File: src/design/cls_defines.svh
// constants for the cold load threshold switchover block
`ifndef CLS_DEFINES_SVH
`define CLS_DEFINES_SVH
// ---------------------------------------------------------------
// timing
// ---------------------------------------------------------------
`define CLS_CLK_HZ 50000000
`define CLS_TICK_S 1
`define CLS_SEC_CYC (`CLS_TICK_S * `CLS_CLK_HZ)
// ---------------------------------------------------------------
// register byte offsets
// ---------------------------------------------------------------
`define CLS_OFF_CTRL 12'h000
`define CLS_OFF_OPEN 12'h004
`define CLS_OFF_ACT 12'h008
`define CLS_OFF_STOP 12'h00C
`define CLS_OFF_STAT 12'h010
// ---------------------------------------------------------------
// control bit positions
// ---------------------------------------------------------------
`define CLS_B_ON 0
`define CLS_B_CRIT 1
`define CLS_B_STOPINF 4
`define CLS_B_EUNIQ 5
// ---------------------------------------------------------------
// reset values and limits, whole seconds
// ---------------------------------------------------------------
`define CLS_CTRL_DEF 6'h00
`define CLS_OPEN_DEF 15'h0E10
`define CLS_OPEN_MAX 15'h5460
`define CLS_ACT_DEF 15'h0E10
`define CLS_ACT_MAX 15'h5460
`define CLS_ACT_MIN 15'h0001
`define CLS_STOP_DEF 10'h258
`define CLS_STOP_MAX 10'h258
`define CLS_STOP_MIN 10'h001
`endif

File: src/design/cls_pkg.sv
// types for the cold load threshold switchover block
package cls_pkg;
    // switchover sequence, gray along idle-open-dead-active-hold
    typedef enum logic [2:0] {
        S_IDLE = 3'h0,
        S_OPENW = 3'h1,
        S_DYND = 3'h3,
        S_ACTIVE = 3'h2,
        S_HOLD = 3'h6
    } cls_state_t;
endpackage : cls_pkg

File: src/design/cls_switchover.sv
// cold load threshold switchover supervisor with apb registers
//
// The placing of the registers and register access over APB were chosen for this implementation.
`timescale 1ns/100ps
`include "cls_defines.svh"
module cls_switchover #(
    parameter int NSTG = 8,
    parameter int SEC_CYC = `CLS_SEC_CYC,
    parameter bit SCOPE_INCLUDED = 1'b1
) (
    input wire logic core_clk,
    input wire logic rst_n,
    input wire logic clkEn,
    input wire logic psel,
    input wire logic penable,
    input wire logic pwrite,
    input wire logic [11:0] paddr,
    input wire logic [31:0] pwdata,
    output logic [31:0] prdata,
    output logic pready,
    output logic pslverr,
    input wire logic [2:0] breakerClosedPin,
    input wire logic [2:0] currentFlow,
    input wire logic coldloadBlockIn,
    input wire logic fastResetBlockIn,
    input wire logic anyPickup,
    input wire logic [NSTG-1:0] stageDropout,
    output logic phaseDynamicActive,
    output logic residualDynamicActive,
    output logic earthDynamicActive,
    output logic functionOffFlag,
    output logic functionBlockedFlag,
    output logic functionRunningFlag,
    output logic stageTimerRestart,
    output cls_pkg::cls_state_t stateOut
);
    import cls_pkg::*;

    // ---------------------------------------------------------------
    // pin synchronisers
    // ---------------------------------------------------------------
    logic [4:0] sync1_r;
    logic [4:0] sync2_r;
    logic [2:0] brkClosed;
    logic blkSync;
    logic frBlkSync;

    // two flops for breaker contacts and block inputs
    always_ff @(posedge core_clk or negedge rst_n) begin
        if (!rst_n) begin
            sync1_r <= 5'h00;
            sync2_r <= 5'h00;
        end else if (clkEn) begin
            sync1_r <= {fastResetBlockIn, coldloadBlockIn, breakerClosedPin};
            sync2_r <= sync1_r;
        end
    end
    assign brkClosed = sync2_r[2:0]; // position from breaker
    assign blkSync = sync2_r[3];
    assign frBlkSync = sync2_r[4];

    // ---------------------------------------------------------------
    // registers
    // ---------------------------------------------------------------
    logic [5:0] ctrl_r;
    logic [14:0] openDelay_r;
    logic [14:0] activeTime_r;
    logic [9:0] stopTime_r;
    logic [31:0] prdata_r;
    logic [31:0] statusWord;
    logic wrEn;
    logic rdSetup;
    logic hitCtrl, hitOpen, hitAct, hitStop, hitStat, hitAny;
    logic [14:0] wrOpen;
    logic [14:0] wrAct;
    logic [9:0] wrStop;
    logic [31:0] rdMux;

    // address decode and write clamping
    assign hitCtrl = (paddr == `CLS_OFF_CTRL);
    assign hitOpen = (paddr == `CLS_OFF_OPEN);
    assign hitAct = (paddr == `CLS_OFF_ACT);
    assign hitStop = (paddr == `CLS_OFF_STOP);
    assign hitStat = (paddr == `CLS_OFF_STAT);
    assign hitAny = hitCtrl | hitOpen | hitAct | hitStop | hitStat;
    assign wrEn = psel & penable & pwrite & clkEn & hitAny;
    assign rdSetup = psel & ~penable & ~pwrite & clkEn;
    assign wrOpen = (pwdata[31:15] != 17'h00000 || pwdata[14:0] > `CLS_OPEN_MAX) ?
                    `CLS_OPEN_MAX : pwdata[14:0];
    assign wrAct = (pwdata[31:15] != 17'h00000 || pwdata[14:0] > `CLS_ACT_MAX) ? `CLS_ACT_MAX :
                   (pwdata[14:0] < `CLS_ACT_MIN) ? `CLS_ACT_MIN : pwdata[14:0];
    assign wrStop = (pwdata[31:10] != 22'h000000 || pwdata[9:0] > `CLS_STOP_MAX) ? `CLS_STOP_MAX :
                    (pwdata[9:0] < `CLS_STOP_MIN) ? `CLS_STOP_MIN : pwdata[9:0];
    assign rdMux = hitCtrl ? {26'h0000000, ctrl_r} :
                   hitOpen ? {17'h00000, openDelay_r} :
                   hitAct ? {17'h00000, activeTime_r} :
                   hitStop ? {22'h000000, stopTime_r} :
                   hitStat ? statusWord : 32'h00000000;
    assign pready = clkEn;
    assign pslverr = psel & penable & ~hitAny;
    assign prdata = prdata_r;

    // setting registers, default off and current criterion
    always_ff @(posedge core_clk or negedge rst_n) begin
        if (!rst_n) begin
            ctrl_r <= `CLS_CTRL_DEF;
            openDelay_r <= `CLS_OPEN_DEF;
            activeTime_r <= `CLS_ACT_DEF;
            stopTime_r <= `CLS_STOP_DEF;
        end else if (wrEn) begin
            if (hitCtrl) ctrl_r <= pwdata[5:0];
            if (hitOpen) openDelay_r <= wrOpen;
            if (hitAct) activeTime_r <= wrAct;
            if (hitStop) stopTime_r <= wrStop;
        end
    end

    // read data captured in the setup cycle
    always_ff @(posedge core_clk or negedge rst_n) begin
        if (!rst_n) begin
            prdata_r <= 32'h00000000;
        end else if (rdSetup) begin
            prdata_r <= rdMux;
        end
    end

    // ---------------------------------------------------------------
    // de-energisation detection
    // ---------------------------------------------------------------
    logic [2:0] critBrk;
    logic [2:0] grpDead;
    logic dead;
    logic live;
    logic enabled;
    logic runOk;

    // per group criterion, earth breaker only if unambiguous
    genvar g;
    generate
        for (g = 0; g < 3; g++) begin : gGrp
            if (g == 2) begin : gEarth
                assign critBrk[g] = ctrl_r[`CLS_B_CRIT + g] & ctrl_r[`CLS_B_EUNIQ];
            end else begin : gOther
                assign critBrk[g] = ctrl_r[`CLS_B_CRIT + g];
            end
            // signals arrive already bound to the group's side
            assign grpDead[g] = critBrk[g] ? ~brkClosed[g] : ~currentFlow[g];
        end
    endgenerate
    assign dead = &grpDead;
    assign live = ~dead;
    assign enabled = SCOPE_INCLUDED & ctrl_r[`CLS_B_ON];
    assign runOk = enabled & ~blkSync;

    // ---------------------------------------------------------------
    // second tick prescaler
    // ---------------------------------------------------------------
    logic [31:0] preCnt_r;
    logic tick;

    // one tick per second of core clock
    assign tick = clkEn & (preCnt_r == 32'(SEC_CYC - 1));
    always_ff @(posedge core_clk or negedge rst_n) begin
        if (!rst_n) begin
            preCnt_r <= 32'h00000000;
        end else if (clkEn) begin
            preCnt_r <= tick ? 32'h00000000 : preCnt_r + 32'h00000001;
        end
    end

    // ---------------------------------------------------------------
    // switchover sequence
    // ---------------------------------------------------------------
    cls_state_t state_r, state_nxt;
    logic [14:0] secCnt_r, secCnt_nxt;
    logic [9:0] fastCnt_r;
    logic fastHold;
    logic fastStart;
    logic fastDone;
    logic dynamic;

    assign fastHold = ctrl_r[`CLS_B_STOPINF] | blkSync | frBlkSync;
    assign fastStart = |stageDropout;
    assign fastDone = ~fastHold & (fastCnt_r >= stopTime_r);
    assign dynamic = (state_r == S_DYND) | (state_r == S_ACTIVE) | (state_r == S_HOLD);

    // next state and seconds counter
    always_comb begin
        state_nxt = state_r;
        secCnt_nxt = secCnt_r;
        unique case (state_r)
            S_IDLE: begin
                if (dead) begin
                    state_nxt = S_OPENW; // normal kept while open delay runs
                    secCnt_nxt = openDelay_r;
                end
            end
            S_OPENW: begin
                if (live) begin
                    state_nxt = S_IDLE; // closed before expiry
                end else if (secCnt_r == 15'h0000) begin
                    state_nxt = S_DYND;
                end else if (tick) begin
                    secCnt_nxt = secCnt_r - 15'h0001;
                end
            end
            S_DYND: begin
                if (live) begin
                    state_nxt = S_ACTIVE;
                    secCnt_nxt = activeTime_r;
                end
            end
            S_ACTIVE: begin
                if (secCnt_r == 15'h0000 || fastDone) begin
                    state_nxt = anyPickup ? S_HOLD : S_IDLE;
                end else if (tick) begin
                    secCnt_nxt = secCnt_r - 15'h0001;
                end
            end
            S_HOLD: begin
                if (!anyPickup) begin
                    state_nxt = S_IDLE;
                end
            end
            default: begin
                state_nxt = S_IDLE;
            end
        endcase
        if (!runOk) begin
            state_nxt = S_IDLE;
            secCnt_nxt = 15'h0000;
        end
    end

    // state, idle with normal settings after reset
    always_ff @(posedge core_clk or negedge rst_n) begin
        if (!rst_n) begin
            state_r <= S_IDLE;
            secCnt_r <= 15'h0000;
        end else if (clkEn) begin
            state_r <= state_nxt;
            secCnt_r <= secCnt_nxt;
        end
    end

    // fast reset timer, restarts whenever no stage shows dropout
    always_ff @(posedge core_clk or negedge rst_n) begin
        if (!rst_n) begin
            fastCnt_r <= 10'h000;
        end else if (clkEn) begin
            if (fastHold || !fastStart || state_r != S_ACTIVE) begin
                fastCnt_r <= 10'h000;
            end else if (tick && fastCnt_r != `CLS_STOP_MAX) begin
                fastCnt_r <= fastCnt_r + 10'h001;
            end
        end
    end

    // ---------------------------------------------------------------
    // indications
    // ---------------------------------------------------------------
    logic dyn_r;
    logic offFlag_r;
    logic blkFlag_r;
    logic runFlag_r;
    logic restart_r;

    // one alternative-set select shared by all groups, no setting group input
    always_ff @(posedge core_clk or negedge rst_n) begin
        if (!rst_n) begin
            dyn_r <= 1'b0;
            offFlag_r <= 1'b1;
            blkFlag_r <= 1'b0;
            runFlag_r <= 1'b0;
            restart_r <= 1'b0;
        end else if (clkEn) begin
            dyn_r <= dynamic & runOk;
            offFlag_r <= ~enabled;
            blkFlag_r <= enabled & blkSync;
            runFlag_r <= runOk;
            restart_r <= blkSync & enabled & dynamic & anyPickup;
        end
    end
    assign phaseDynamicActive = dyn_r;
    assign residualDynamicActive = dyn_r;
    assign earthDynamicActive = dyn_r;
    assign functionOffFlag = offFlag_r;
    assign functionBlockedFlag = blkFlag_r;
    assign functionRunningFlag = runFlag_r;
    assign stageTimerRestart = restart_r;
    assign stateOut = state_r;
    assign statusWord = {21'h000000, restart_r, runFlag_r, blkFlag_r, offFlag_r, dyn_r, grpDead, state_r};
endmodule : cls_switchover

File: config.mk
export PLATFORM = sky130hd
export DESIGN_NAME = cls_switchover
export DESIGN_NICKNAME = d
export VERILOG_FILES = /design/src/design/cls_pkg.sv /design/src/design/cls_switchover.sv
export VERILOG_INCLUDE_DIRS = /design/src /design/src/design
export SDC_FILE = /design/constraint.sdc
export NUM_CORES = 1
export LEC_CHECK = 0
export BUFFER_PORTS_ARGS = -buffer_cell sky130_fd_sc_hd__buf_2
export CAP_MARGIN = 40
export CORE_MARGIN = 8
export CORE_UTILIZATION = 56
export DETAILED_ROUTE_END_ITERATION = 10
export PLACE_DENSITY = 0.79
export RECOVER_POWER = 50
export SKIP_LAST_GASP = 1
export SLEW_MARGIN = 20
export SYNTH_ARGS = -nofsm -noshare
export SYNTH_HDL_FRONTEND = slang
export SYNTH_SLANG_ARGS = --single-unit
File: constraint.sdc
create_clock -name core_clk -period 2.8 [get_ports core_clk]
set_input_delay 0.42 -clock core_clk [delete_from_list [all_inputs] [get_ports core_clk]]
set_output_delay 0.42 -clock core_clk [all_outputs]
set_load 0.005 [all_outputs]
==> results.yml <==
synthesis:
  synth_edf_count: 0
  yosysTopAreaCell: "dfrtp_1"
  yosysUniqueCellTypes: 67
  synth-seq-cells: 136
  synth_top_cell_area_share_pct: 41.7
  yosys.area_share.adder_pct: 2.54
  synth_compound_area_share_pct: 16.9
  yosysMostFrequentCell: "dfrtp_1"
  async_flop_share_pct: 100
  synth.top_cells.by_area: "dfrtp_1, dfstp_2, nand2_1"
  synth_area_um2: 7380
  ys_top_cells_by_count: "dfrtp_1, nand2_1, nor2_1"
  syn_inst: 751
  synth_top_family_by_area: "simple AND/OR/NAND/NOR gates"
  synthSimpleGateAreaFrac_pct: 17.7
  avgSynthCellArea_um2: 9.82
  yosysWarnings: 0
  synth_xor_area_share_pct: 5.22
  seq_area_frac_synth_pct: 46.4
  synth-main-ff-cell: "dfrtp_1"
  yosys-mux-area-fraction_pct: 5.53
clock_network:
  clock_sinks: 136
  h-tree-depth: 4
  clkTransAtPathRegs_ns: 0.06
  cts_tree: "built"
  cts_buffer_depth: 2
  clock_latency_ns: 0.42
  cts_buffers: 17
  cts_root_buf: "clkbuf_16"
cells_and_area:
  nNetsFinal: 939
  fin_area_um2: 8660
  regArea_um2: 3420
  nFillCells: 1064
  syn_to_final_growth_pct: 17.5
  drive_gt1_share_pct: 21.5
  antenna_cells: 0
  multi_input_area_um2: 3610
sta:
  fin_skew_ns: 0.00753
  rsz0062_at_grt: "true"
  period_minus_slack_ns: 2.70
  worst_pin_slew_ns: 1.08
  tns_ns: 0
  fin_crit_sh_pct: 96.4
  slew_headroom_pct: 28.0
  slew_viol_final: 0
  hold_viol_final: 0
  setup_viol: 0
  timing.fmax_mhz: 370
routing:
  antenna_left: 0
  vias: 6527
  routed_wirelength_um: 21200
  via_per_inst: 6.24
  wire_per_inst_um: 20.3
  first_pass_iters: 7
  first_iter_violations: 763
  drt_drc_violations_left: 0
placement:
  place_area_um2: 8060
  dpl.hpwl_um: 16000
  port_buffers: 93
  place_congestion: 0.979
floorplanning:
  rows: 42
  die_w_um: 131
  dieArea_um2: 17100
  dieHeight_um: 131
  io_pins: 111
  initial_core_util_pct: 56.6
  core_um2: 13000
critical_path:
  path_class: "register to register"
  critPathMaxFanout: 17
  worstPathCellList: "or4_1 > nor4_1 > a31oi_1 > o21ai_2 > nor2_1 > o22ai_1"
  slowest_stage: "o21ai_2"
  worstPathRequired_ns: 3.14
  cp_data_arrival_time_ns: 3.04
  critPathMaxStageDelay_ns: 0.58
  cp-start-kind: "register"
  end_kind: "register"
pwr:
  pwr_density_cell_nw_per_um2: 555
  max-vdd-ir-drop_mv: 0.402
  power.leakage_nw: 4.03
global_routing:
  grt-ovfl-total: 0
  grt_util_all_layers_pct: 26.1
  antenna_found_initial: 0
  grt_max_degree: 49
  grt_pass1_wl_um: 34200
  grt_pass1_vias: 6700
min_path:
  min_path_type: "input port to register"
run:
  drv_cap: 0
run_status:
  run_status: "completed"
[stage by stage]
step           cells  hold slack [ns]  utilization (%)  total power, mW  setup slack (ns)
2_1_floorplan    767            0.124                -             2.29             0.471
3_3_place_gp    1013            0.421             61.9             2.42             0.267
3_5_place_dp    1013            0.430             61.9             2.44             0.143
4_1_cts         1046            0.220             66.9             4.84             0.142
5_1_grt         1046            0.230             66.5             4.96           -0.0608
6_report        1046            0.236             66.5             4.81            0.0994
[area by class of cell]
cell class                 count  area share [%]
inverter                      32            1.39
tap                          176            2.54
multi-input combinational    547            41.6
clock buffer                  21            5.43
clock inverter                11            1.95
sequential                   136            39.5
timing repair buffer         123            7.60
[layer usage]
metal	vias up	share of wire, %	track usage (%)
met1	3171	38	29.7
li1	2917	-	-
met2	365	49	43.3
met3	74	7.7	7.39
met5	-	0	0
met4	0	5.0	15.0
[flip-flops by register name (all words and copies together) (netlist names)]
name / count
stopTime_r: 10
sync2_r: 5
stateOut: 3
preCnt_r: 32
earthDynamicActive: 1
functionBlockedFlag: 1
sync1_r: 5
activeTime_r: 15
functionOffFlag: 1
functionRunningFlag: 1
openDelay_r: 15
ctrl_r: 6
stageTimerRestart: 1
fastCnt_r: 10
secCnt_r: 15
prdata: 15
[worst max-delay path: cells and delay by family (launching register included)]
kind | cells | cell delay (ns)
simple gates | 3 | 1.18
compound gates | 3 | 0.97
flops | 1 | 0.45
[worst paths after layout]
check / start / endpoint / slack (ns) / cells after the start
max in group asynchronous: rst_n / functionBlockedFlag$_DFFE_PN0P_ / 0.46 / 3
min: coldloadBlockIn / sync1_r[3]$_DFFE_PN0P_ / 0.24 / 2
min in group asynchronous: rst_n / preCnt_r[11]$_DFFE_PN0P_ / 0.71 / 2
min reg2reg: prdata[2]$_DFFE_PN0P_ / prdata[2]$_DFFE_PN0P_ / 0.48 / 2
max: secCnt_r[9]$_DFFE_PN0P_ / secCnt_r[5]$_DFFE_PN0P_ / 0.1 / 6
max reg2reg: secCnt_r[9]$_DFFE_PN0P_ / secCnt_r[5]$_DFFE_PN0P_ / 0.1 / 6
[cell usage in the layout (no fill, tap or decap), drive strengths merged, types with 13 or more instances in the layout]
cell type	synthesis	routed
a21oi	30	30
xnor2	21	21
o21ai	42	42
xor2	23	23
nor2	57	57
inv	32	33
nand4	14	14
conb	1	17
and3	19	19
nor3	14	14
nor4	16	16
clkbuf	16	42
nand3	27	27
buf	36	101
ha	15	15
dfstp	13	13
mux2	26	26
dfrtp	123	123
nand2	69	69
a22o	24	24
[where the power goes]
| group | switching (mW) | internal [mW] |
|---|---|---|
| Sequential | 0.0608 | 2.03 |
| Combinational | 0.188 | 0.133 |
| Clock | 0.836 | 1.56 |
| Total | 1.09 | 3.72 |
[cell families after synthesis]
family	Yosys count
XOR/XNOR	44
adder cells (fa/ha/maj)	15
buffers and inverters	84
other	1
multiplexers	36
AO/OA/AOI/OAI	177
flip-flops	136
AND/OR/NAND/NOR	258
[timing repair]
action                                 CTS  global route
gates resized for setup                  0             1
setup endpoints to repair                0             9
hold buffers                             1             0
endpoints found under the hold margin   35             0
buffers inserted                         0             0
Note: power is estimated with default switching activity, not from simulation.
